$ cat src/common/hpcf_pkg.sv
package hpcf_pkg;

   // Change word layout.
   localparam int CHG_WIDTH   = 16;
   localparam int NUM_FLAGS   = 5;
   localparam int BIT_CONNECT = 0;
   localparam int BIT_ENABLE  = 1;
   localparam int BIT_SUSPEND = 2;
   localparam int BIT_OVERCUR = 3;
   localparam int BIT_RESET   = 4;
   localparam logic [NUM_FLAGS-1:0] FLAGS_RESET = 5'h00;

   // Flag selector carried by a feature request: the selector is the bit position.
   localparam int SEL_WIDTH = 4;

   // Port states, one-hot.
   typedef enum logic [11:0]
   {
      PS_POWERED_OFF   = 12'h001,
      PS_NOT_CONFIG    = 12'h002,
      PS_DISCONNECTED  = 12'h004,
      PS_DISABLED      = 12'h008,
      PS_RESETTING     = 12'h010,
      PS_SPEED_EVAL    = 12'h020,
      PS_ENABLED       = 12'h040,
      PS_TRANSMIT      = 12'h080,
      PS_SUSPENDED     = 12'h100,
      PS_RESUMING      = 12'h200,
      PS_SEND_EOP      = 12'h400,
      PS_RESTART_S     = 12'h800
   } hpcf_port_state_t;

endpackage

$ cat src/logic/hpcf_status_track.sv
`timescale 1ns/1ps
module hpcf_status_track
(
   input  wire logic                      ref_clk,
   input  wire logic                      nrst,
   input  hpcf_pkg::hpcf_port_state_t     portState,
   input  wire logic                      connectStatus,
   input  wire logic                      enableStatus,
   input  wire logic                      overCurrentStatus,
   output hpcf_pkg::hpcf_port_state_t     prevState,
   output logic                           prevConnect,
   output logic                           prevEnable,
   output logic                           prevOverCurrent
);
   import hpcf_pkg::*;

   typedef struct packed
   {
      hpcf_port_state_t state;
      logic             conn;
      logic             ena;
      logic             oc;
   } hpcf_track_t;

   hpcf_track_t trk_q;
   hpcf_track_t trk_d;

   ////////////////////////////////////////////////////////////////////////////
   // The previous cycle's port state and status, used for edge detection.
   always_comb
   begin
      trk_d.state = portState;
      trk_d.conn  = connectStatus;
      trk_d.ena   = enableStatus;
      trk_d.oc    = overCurrentStatus;
   end

   always_ff @(posedge ref_clk)
   begin
      if (!nrst)
      begin
         trk_q <= '{state: PS_POWERED_OFF, conn: 1'b0, ena: 1'b0, oc: 1'b0};
      end
      else
      begin
         trk_q <= trk_d;
      end
   end

   assign prevState       = trk_q.state;
   assign prevConnect     = trk_q.conn;
   assign prevEnable      = trk_q.ena;
   assign prevOverCurrent = trk_q.oc;

endmodule

$ cat src/logic/hpcf_change_flags.sv
`timescale 1ns/1ps
// Summary of operation
// Only port events set change flags; R03 set requests also set them here
// Clear request or hub reset clears flags
// Set request forces flag, else error/no-op
// Attach/detach connect change sets bit 0
// Connect flag cleared; zero while powered off
// Enable flag only on error disable; R07 invalid idle also sets it here
// Reset into invalid idle may set enable
// Resume-complete transitions set suspend flag
// Suspend flag waits until resume signaling stops
// Enable/suspend/reset flags zero while powered off
// Over-current toggle sets bit 3
// Power-off by other port's over-current sets
// Over-current flag cleared when not configured
// No per-port over-current: bit 3 zero
// Resetting/speed-eval to enabled sets bit 4
// Bits 5 to 15 read zero
// Flags sticky; clear touches named flag only
module hpcf_change_flags
#(
   parameter bit DIAG_SET_EN      = 1'b1,
   parameter bit SET_REFUSE_ERROR = 1'b1,
   parameter bit PER_PORT_OC      = 1'b1,
   parameter bit RESET_IDLE_FLAG  = 1'b1
)
(
   input  wire logic                           ref_clk,
   input  wire logic                           nrst,
   input  wire logic                           hubReset,
   input  hpcf_pkg::hpcf_port_state_t          portState,
   input  wire logic                           connectStatus,
   input  wire logic                           attachDetachEvent,
   input  wire logic                           enableStatus,
   input  wire logic                           portErrorEvent,
   input  wire logic                           resetIdleFail,
   input  wire logic                           resumeDriving,
   input  wire logic                           overCurrentStatus,
   input  wire logic                           otherPortOcPowerOff,
   input  wire logic                           reqValid,
   input  wire logic                           reqSet,
   input  wire logic [hpcf_pkg::SEL_WIDTH-1:0] reqSel,
   output logic                                reqAck,
   output logic                                reqError,
   output logic [hpcf_pkg::CHG_WIDTH-1:0]      portChangeFlags
);
   import hpcf_pkg::*;

   // Refuse a package layout whose flags do not fit the word or the selector.
   if (NUM_FLAGS > CHG_WIDTH || (1 << SEL_WIDTH) < NUM_FLAGS)
   begin
      $error("Change word cannot hold the flags.");
   end

   typedef struct packed
   {
      logic [NUM_FLAGS-1:0] flags;
      logic                 suspPend;
      logic                 ack;
      logic                 err;
   } hpcf_state_t;

   hpcf_state_t      st_q;
   hpcf_state_t      st_d;
   hpcf_port_state_t prevState;
   logic             prevConnect;
   logic             prevEnable;
   logic             prevOverCurrent;

   hpcf_status_track u_track
   (
      .ref_clk           (ref_clk),
      .nrst              (nrst),
      .portState         (portState),
      .connectStatus     (connectStatus),
      .enableStatus      (enableStatus),
      .overCurrentStatus (overCurrentStatus),
      .prevState         (prevState),
      .prevConnect       (prevConnect),
      .prevEnable        (prevEnable),
      .prevOverCurrent   (prevOverCurrent)
   );

   // One-hot mask of the flag named by a request; out-of-range selectors give zero.
   function automatic logic [NUM_FLAGS-1:0] sel_mask(input logic [SEL_WIDTH-1:0] sel);
      logic [NUM_FLAGS-1:0] m;
      m = '0;
      for (int i = 0; i < NUM_FLAGS; i++)
      begin
         if (sel == SEL_WIDTH'(i))
         begin
            m[i] = 1'b1;
         end
      end
      return m;
   endfunction

   ////////////////////////////////////////////////////////////////////////////
   // Flag update.
   always_comb
   begin
      logic [NUM_FLAGS-1:0] ev;
      logic [NUM_FLAGS-1:0] clr;
      logic [NUM_FLAGS-1:0] force_set;
      logic [NUM_FLAGS-1:0] mask;
      logic                 suspTrans;
      logic                 suspWait;
      ev        = '0;
      clr       = '0;
      force_set = '0;
      suspTrans = 1'b0;
      suspWait  = 1'b0;
      mask      = sel_mask(reqSel);
      st_d      = st_q;
      st_d.ack  = 1'b0;
      st_d.err  = 1'b0;

      // events only
      // connect change
      ev[BIT_CONNECT] = attachDetachEvent && (connectStatus != prevConnect);
      // error disable
      ev[BIT_ENABLE]  = portErrorEvent && prevEnable && !enableStatus;
      // invalid idle
      if (RESET_IDLE_FLAG && resetIdleFail)
      begin
         ev[BIT_ENABLE] = 1'b1;
      end

      // resume complete
      suspTrans = ((prevState == PS_RESUMING) && (portState == PS_SEND_EOP)) ||
                  ((prevState == PS_RESTART_S) && (portState == PS_TRANSMIT));
      suspWait  = st_q.suspPend || suspTrans;
      // after resume stops
      ev[BIT_SUSPEND] = suspWait && !resumeDriving;
      st_d.suspPend   = suspWait && resumeDriving;

      // over-current toggle
      ev[BIT_OVERCUR] = (overCurrentStatus != prevOverCurrent);
      // other-port power-off
      if (otherPortOcPowerOff)
      begin
         ev[BIT_OVERCUR] = 1'b1;
      end

      // reset complete
      ev[BIT_RESET] = ((prevState == PS_RESETTING) || (prevState == PS_SPEED_EVAL)) &&
                      (portState == PS_ENABLED);

      if (reqValid)
      begin
         if (mask == '0)
         begin
            st_d.err = 1'b1;
         end
         else if (!reqSet)
         begin
            // clear request
            clr      = mask;
            st_d.ack = 1'b1;
         end
         // diagnostic set
         else if (DIAG_SET_EN)
         begin
            force_set = mask;
            st_d.ack  = 1'b1;
         end
         else if (SET_REFUSE_ERROR)
         begin
            st_d.err = 1'b1;
         end
         else
         begin
            st_d.ack = 1'b1;
         end
      end

      // sticky, set wins
      st_d.flags = (st_q.flags & ~clr) | ev | force_set;

      if (portState == PS_POWERED_OFF)
      begin
         // connect held zero
         st_d.flags[BIT_CONNECT] = 1'b0;
         // held zero
         st_d.flags[BIT_ENABLE]  = 1'b0;
         st_d.flags[BIT_SUSPEND] = 1'b0;
         st_d.flags[BIT_RESET]   = 1'b0;
         st_d.suspPend           = 1'b0;
      end

      // not configured
      if (portState == PS_NOT_CONFIG)
      begin
         st_d.flags[BIT_OVERCUR] = 1'b0;
      end

      // no per-port report
      if (!PER_PORT_OC)
      begin
         st_d.flags[BIT_OVERCUR] = 1'b0;
      end

      // hub reset
      if (hubReset)
      begin
         st_d.flags    = FLAGS_RESET;
         st_d.suspPend = 1'b0;
      end
   end

   always_ff @(posedge ref_clk)
   begin
      if (!nrst)
      begin
         st_q <= '{flags: FLAGS_RESET, suspPend: 1'b0, ack: 1'b0, err: 1'b0};
      end
      else
      begin
         st_q <= st_d;
      end
   end

   ////////////////////////////////////////////////////////////////////////////
   // Outputs.
   assign reqAck   = st_q.ack;
   assign reqError = st_q.err;
   // reserved zero
   assign portChangeFlags = {{(CHG_WIDTH-NUM_FLAGS){1'b0}}, st_q.flags};

endmodule

$ cat config.mk
export PLATFORM = sky130hd
export DESIGN_NAME = hpcf_change_flags
export DESIGN_NICKNAME = d
export VERILOG_FILES = /design/src/common/hpcf_pkg.sv /design/src/logic/hpcf_status_track.sv /design/src/logic/hpcf_change_flags.sv
export SDC_FILE = /design/constraint.sdc
export NUM_CORES = 1
export LEC_CHECK = 0
export BUFFER_PORTS_ARGS = -buffer_cell sky130_fd_sc_hd__buf_2
export CORE_AREA = 2 2 53 55
export DETAILED_ROUTE_END_ITERATION = 8
export DIE_AREA = 0 0 55 57
export PLACE_DENSITY = 0.7
export SYNTH_ARGS = -nofsm -noshare
export SYNTH_HDL_FRONTEND = slang
export SYNTH_SLANG_ARGS = --single-unit
$ cat constraint.sdc
create_clock -name ref_clk -period 1.7 [get_ports ref_clk]
set_input_delay 0.425 -clock ref_clk [delete_from_list [all_inputs] [get_ports ref_clk]]
set_output_delay 0.425 -clock ref_clk [all_outputs]
set_load 0.03 [all_outputs]
# Word-level counts from Yosys, hierarchy flattened
# Index checks and enable logic that the tools add are counted.
[totals]
ff_bits = 23
inputBits = 29
output_inout_bits = 18
wordCells = 62
[op_classes]
eq_ne = 15
n_mux = 15
n_bitwise = 5
n_reduce_logical = 18
[op_table]
columns = ["op", "count"]
rows = [
  ["2-to-1 mux 5 bit", 6],
  ["== test 12 x 1 -> 1 bit, second input constant", 1],
  ["== test 12 x 10 -> 1 bit, second input constant", 1],
  ["== test 12 x 11 -> 1 bit, second input constant", 1],
  ["== test 12 bit, second input constant", 1],
  ["== test 12 x 2 -> 1 bit, second input constant", 1],
  ["== test 12 x 5 -> 1 bit, second input constant", 1],
  ["== test 12 x 6 -> 1 bit, second input constant", 1],
  ["== test 12 x 7 -> 1 bit, second input constant", 1],
  ["== test 12 x 8 -> 1 bit, second input constant", 1],
  ["bitwise OR 5 bit", 2],
  ["2-to-1 mux 1 bit", 9],
  ["== test 4 x 2 -> 1 bit, second input constant", 2],
  ["logical AND 1 bit", 8],
  ["OR reduction 3 bit", 2],
  ["AND 5 bit", 1],
  ["logical NOT 5 bit", 1],
  ["NOT 5 bit", 1],
  ["== test 4 x 1 -> 1 bit, second input constant", 1],
  ["== test 4 x 3 -> 1 bit, second input constant", 1],
  ["logical NOT 4 bit", 1],
  ["logical OR 1 bit", 3],
  ["logical NOT 1 bit", 2],
  ["!= test 1 bit", 2],
  ["other kinds (2)", 2],
]

# Depth between registers and ports, before layout
[logic_depth]
depth_word = 9
depth_mapped = 4
mapped_depth_nobuf = 4

# Modules after synthesis
# A second synthesis with hierarchy kept.
[hier_totals]
hier_cells = 116
area_unflattened_um2 = 1093.5
[modules_own_cells]
columns = ["module", "n_inst", "cells_each", "area_per_inst_um2", "seq_area_each_um2"]
rows = [
  ["hpcf_change_flags", 1, 85, 675.6, 160.2],
  ["hpcf_status_track", 1, 31, 417.9, 300.3],
]

# Worst setup path before layout
# OpenSTA, ideal clock, no wires.
[synth_timing]
kind = "input-to-reg"
startpoint = "in reqSel[3] (netlist name)"
endpoint = "reg st_q, in the netlist portChangeFlags[2]"
setup_time_ns = 0.125
arrival_time_ns = 1.415
required_time_ns = 1.575
slack_ns = 0.160
path_stages = 4
path_buffers = 0
path_cell_list = "or3b_1 -> o31a_1 -> a311oi_1 -> nor3_2"
[synth_via]
elab_chain_cells = 9
elab_cells_between_ends = 21
cone_classes = "eq/ne: 4; mux: 11; bitwise: 4; reduce/logical: 2"
[synth_lines]
columns = ["item", "line", "source"]
rows = [
  ["start, declared", "hpcf_change_flags.sv:42", "input wire logic [hpcf_pkg::SEL_WIDTH-1:0] reqSel,"],
  ["== test 4 x 1 -> 1 bit, or another cell as far along", "hpcf_change_flags.sv:90", "if (sel == SEL_WIDTH'(i))"],
  ["2-to-1 mux 1 bit", "hpcf_change_flags.sv:90", ""],
  ["logical NOT 5 bit / 2-to-1 mux 5 bit (equally long branches)", "hpcf_change_flags.sv:151, hpcf_change_flags.sv:155", ""],
  ["2-to-1 mux 5 bit", "hpcf_change_flags.sv:151", "if (mask == '0)"],
  ["2-to-1 mux 5 bit", "hpcf_change_flags.sv:149", "if (reqValid)"],
  ["NOT 5 bit", "hpcf_change_flags.sv:178", "st_d.flags = (st_q.flags & ~clr) | ev | force_set;"],
  ["AND 5 bit", "hpcf_change_flags.sv:178", ""],
  ["bitwise OR 5 bit", "hpcf_change_flags.sv:178", ""],
  ["bitwise OR 5 bit (*)", "hpcf_change_flags.sv:178", ""],
  ["end signal, assigned", "hpcf_change_flags.sv:215", "st_q <= '{flags: FLAGS_RESET, suspPend: 1'b0, ack: 1'b0, err: 1'b0};"],
  ["end signal, assigned", "hpcf_change_flags.sv:219", "st_q <= st_d;"],
  ["end, declared", "hpcf_change_flags.sv:63", "hpcf_state_t st_q;"],
]
# Every way passes the cells marked *; elsewhere a longest branch is shown, timed or not.
# A chain may end at the register's enable or synchronous reset.

# Worst setup path in the final report
[layout_timing]
startpoint = "reg u_track.trk_q, in the netlist u_track.prevState[6]"
endpoint = "reg st_q, in the netlist portChangeFlags[2]"
[layout_via]
elab_chain_cells = 7
elab_cells_between_ends = 9
cone_classes = "eq/ne: 2; bitwise: 2; reduce/logical: 5"
[layout_lines]
columns = ["item", "line", "source"]
rows = [
  ["start, declared", "hpcf_status_track.sv:25", "hpcf_track_t trk_q;"],
  ["start signal, assigned", "hpcf_status_track.sv:42", "trk_q <= '{state: PS_POWERED_OFF, conn: 1'b0, ena: 1'b0, oc: 1'b0};"],
  ["start signal, assigned", "hpcf_status_track.sv:46", "trk_q <= trk_d;"],
  ["== test 12 x 10 -> 1 bit / == test 12 bit (equally long branches)", "hpcf_change_flags.sv:130, hpcf_change_flags.sv:131", ""],
  ["logical AND 1 bit (on tied branches)", "hpcf_change_flags.sv:130, hpcf_change_flags.sv:131", ""],
  ["logical OR 1 bit (*)", "hpcf_change_flags.sv:130", "suspTrans = ((prevState == PS_RESUMING) && (portState == PS_SEND_EOP)) ||"],
  ["logical OR 1 bit (*)", "hpcf_change_flags.sv:132", "suspWait = st_q.suspPend || suspTrans;"],
  ["logical AND 1 bit (*)", "hpcf_change_flags.sv:134", "ev[BIT_SUSPEND] = suspWait && !resumeDriving;"],
  ["bitwise OR 5 bit (*) (2 in a row)", "hpcf_change_flags.sv:178", ""],
]
# Marks and branches as above.

==> key figures <==
Finish
  • Most common cell after layout, fill and taps aside: buf_2
  • Finished Cell Area: 1290 µm²
  • Antenna cells: 0
  • Fill cells: 266
  • Reg area: 460 µm²
  • Nets: 180
  • Commonest non-fill, non-tap cells in the layout: 35 x buf_2, 23 x dfxtp_1, 14 x and2_1
  • Share of layout cells above drive strength 1: 32.7%
  • Multi-input logic area: 556 µm²
  • Area grow syn2layout: 15.5%

Synth
  • Post-Synth Adder-Cell Area: 0%
  • Sequential element share of the synthesized area: 41.3%
  • Flops & latches, synth: 23
  • EDFF count, synth: 0
  • Asr flop ratio synth: 0%
  • Mux contribution to synthesized area: 3.60%
  • Post-Syn Area: 1110 µm²
  • Cell variety after synth: 38
  • Post-synth top flop: dfxtp_1
  • Synth Area in Simple Gates: 32.5%
  • Synth Area in XOR/XNOR: 2.36%
  • Synth Area per Inst: 9.60 µm²
  • Syn Inst Count: 116
  • Synth Area in Compound Gates: 7.75%
  • Largest family of logic cells by synthesized area: simple AND/OR/NAND/NOR gates
  • Synth warn: 0

Routing
  • Vias: 875
  • DRT iter0 DRCs: 7
  • Antenna Violating Nets Remaining: 0
  • WL/cell: 10.9 µm
  • Total routed wirelength: 1960 µm
  • Vias per inst: 4.83
  • DRC Markers: 0
  • DR pass1 iterations: 4

Clocking
  • Root Driver: clkbuf_4
  • Post-CTS setup buffers: 0
  • Clk slew on worst S/H paths: 0.13 ns
  • CTS hold repair buffers: 0
  • H-tree levels: 1
  • Post-CTS Resized: 0
  • TritonCTS clock tree: yes
  • Longest Clk Path Bufs: 2
  • CTS Buf Count: 3
  • # clock sinks: 23
  • Clock latency on the worst-skew pair: 0.31 ns

Pwr
  • Pwr Total: 995 µW
  • Max VDD drop: 536 µV
  • P_leak: 0.000597 µW
  • Power Dens Cells: 773 nW/µm²

Global routing
  • Antenna violations before repair: 0
  • Total GRT Usage: 14.4%
  • Largest net degree at the start of global routing: 19
  • GRT overflow: 0
  • Vias in the first global route: 826
  • First-pass GRT wire length: 3310 µm

Floorplan
  • Ports: 47
  • Die Wd: 55 µm
  • Die ar.: 3140 µm²
  • Core outline area: 2620 µm²
  • Num rows: 19
  • Initial Util: 42.6%
  • Die Y: 57 µm

Timing
  • Setup skew after layout: 0.00785 ns
  • PnR worst setup slack: 0.207 ns
  • Max-slew violations: 0
  • Hold_ws: 0.321 ns
  • RSZ-0062 raised after global routing: no
  • Tcrit/Tclk final: 87.8%
  • Count of final setup violators: 0
  • Fmax: 670 MHz
  • Final min period: 1.49 ns
  • Fin. Hold Viols: 0

Critical path
  • Worst Setup End Kind: flop
  • Arrival @ worst endpoint: 1.74 ns
  • Reg2reg start: u_track.prevState[6]$_SDFF_PN0_
  • Nature of the critical path startpoint: flop
  • Worst EP required: 1.94 ns
  • CP cell instances: or4_4, nor4_4, a311oi_1, nor3_2
  • Max FO, Critical Path: 2
  • WS Path Type: flop to flop
  • Critical path's top delay family: simple AND/OR/NAND/NOR gates
  • R2R cell count: 4
  • RR Endpoint: portChangeFlags[2]$_SDFF_PP0_
  • Worst path bufs/invs: 0
  • CP max stage delay: 0.55 ns
  • Crit-path slowest cell: or4_4
  • R2R Setup Slk: 0.21 ns

Placed design
  • Buffers on Ports: 35
  • Dpl ws: -0.0108 ns
  • Post-detail-place hpwl: 1610 µm
  • Placed cell areas: 1260 µm²
  • Final Wtd Congestion: 0.792

Hold path
  • Hold wc startpoint: enableStatus
  • Hold Crit Endpoint: u_track.prevEnable$_SDFF_PN0_
  • Hold Path Class: input pin to flop
  • Hold depth: 2

Job
  • # Max-Cap Violations: 0

Status
  • Outcome: complete, no violations
-- through the flow --
| step | std cells | TNS (ns) | util [%] |
|---|---|---|---|
| finish | 181 | 0 | 49.2 |
| global route | 181 | 0 | 49.2 |
| CTS | 181 | 0 | 49.2 |
| detailed placement | 177 | -0.0108 | 48.0 |
| global placement | 177 | 0 | 48.0 |
| floorplan | 126 | 0 | - |
-- cells by family (layout without fill, tap and decap cells) --
family | count (synthesis) | count (layout)
XOR/XNOR | 3 | 3
multiplexers | 4 | 4
flip-flops | 23 | 23
other | 1 | 11
AO/OA/AOI/OAI | 14 | 14
AND/OR/NAND/NOR | 51 | 51
buffers and inverters | 20 | 44
-- flip-flops by register name (all words and copies together) (netlist names) --
signal	cells
st_q	1
reqAck	1
u_track.prevConnect	1
reqError	1
portChangeFlags	5
u_track.prevOverCurrent	1
u_track.prevEnable	1
u_track.prevState	12
-- worst max-delay path by stage --
stage | slack [ns] | cells past startpoint | startpoint | endpoint
floorplan | 0.16 | 4 | reqSel[3] | portChangeFlags[2]$_SDFF_PP0_
global placement | 0.04 | 5 | portState[5] | portChangeFlags[2]$_SDFF_PP0_
detailed placement | -0.01 | 5 | reqSel[3] | portChangeFlags[2]$_SDFF_PP0_
CTS | 0.19 | 4 | u_track.prevState[6]$_SDFF_PN0_ | portChangeFlags[2]$_SDFF_PP0_
global route | 0.13 | 4 | u_track.prevState[6]$_SDFF_PN0_ | portChangeFlags[2]$_SDFF_PP0_
finish | 0.21 | 4 | u_track.prevState[6]$_SDFF_PN0_ | portChangeFlags[2]$_SDFF_PP0_
-- metal layers --
layer	part of all wire [%]	GRT usage, %	vias up
li1	-	-	442
met1	41	15.9	405
met2	52	25.2	23
met3	5.6	3.40	5
met4	1.7	6.27	0
met5	0	0	-
-- power breakdown --
group | total (µW) | leakage [µW] | switching [µW] | internal (µW)
sequential | 574 | 0.000190 | 10.1 | 564
clock | 254 | 0.0000139 | 164 | 89.8
combinational | 167 | 0.000392 | 103 | 64.6
-- cell type report --
cell class | instances | share of cell area [%]
clock inverters | 1 | 0.584
clock buffers | 3 | 1.75
well taps | 31 | 3.02
inverters | 3 | 0.875
repair buffers | 37 | 14.8
flip-flops and latches | 23 | 35.8
multi-input cells | 83 | 43.2
-- cell usage after synthesis (all sizes together), types with 2 or more instances --
cell     n  share of area, %
a21oi    5               2.2
a31oi    2               1.1
and2    14               7.9
buf     16                11
dfxtp   23                41
inv      3               1.0
mux2i    4               3.6
nand2    4               1.3
nand3    3               1.3
nand4b   3               2.4
nor2     5               1.7
nor2b    2               1.1
nor3     3               2.2
nor3b    2               1.8
nor4     2               2.5
o21ai    4               2.1
or3      2               1.6
or4      3               2.7
or4bb    2               2.0
xor2     2               1.6
(Power assumes the default switching activity.)
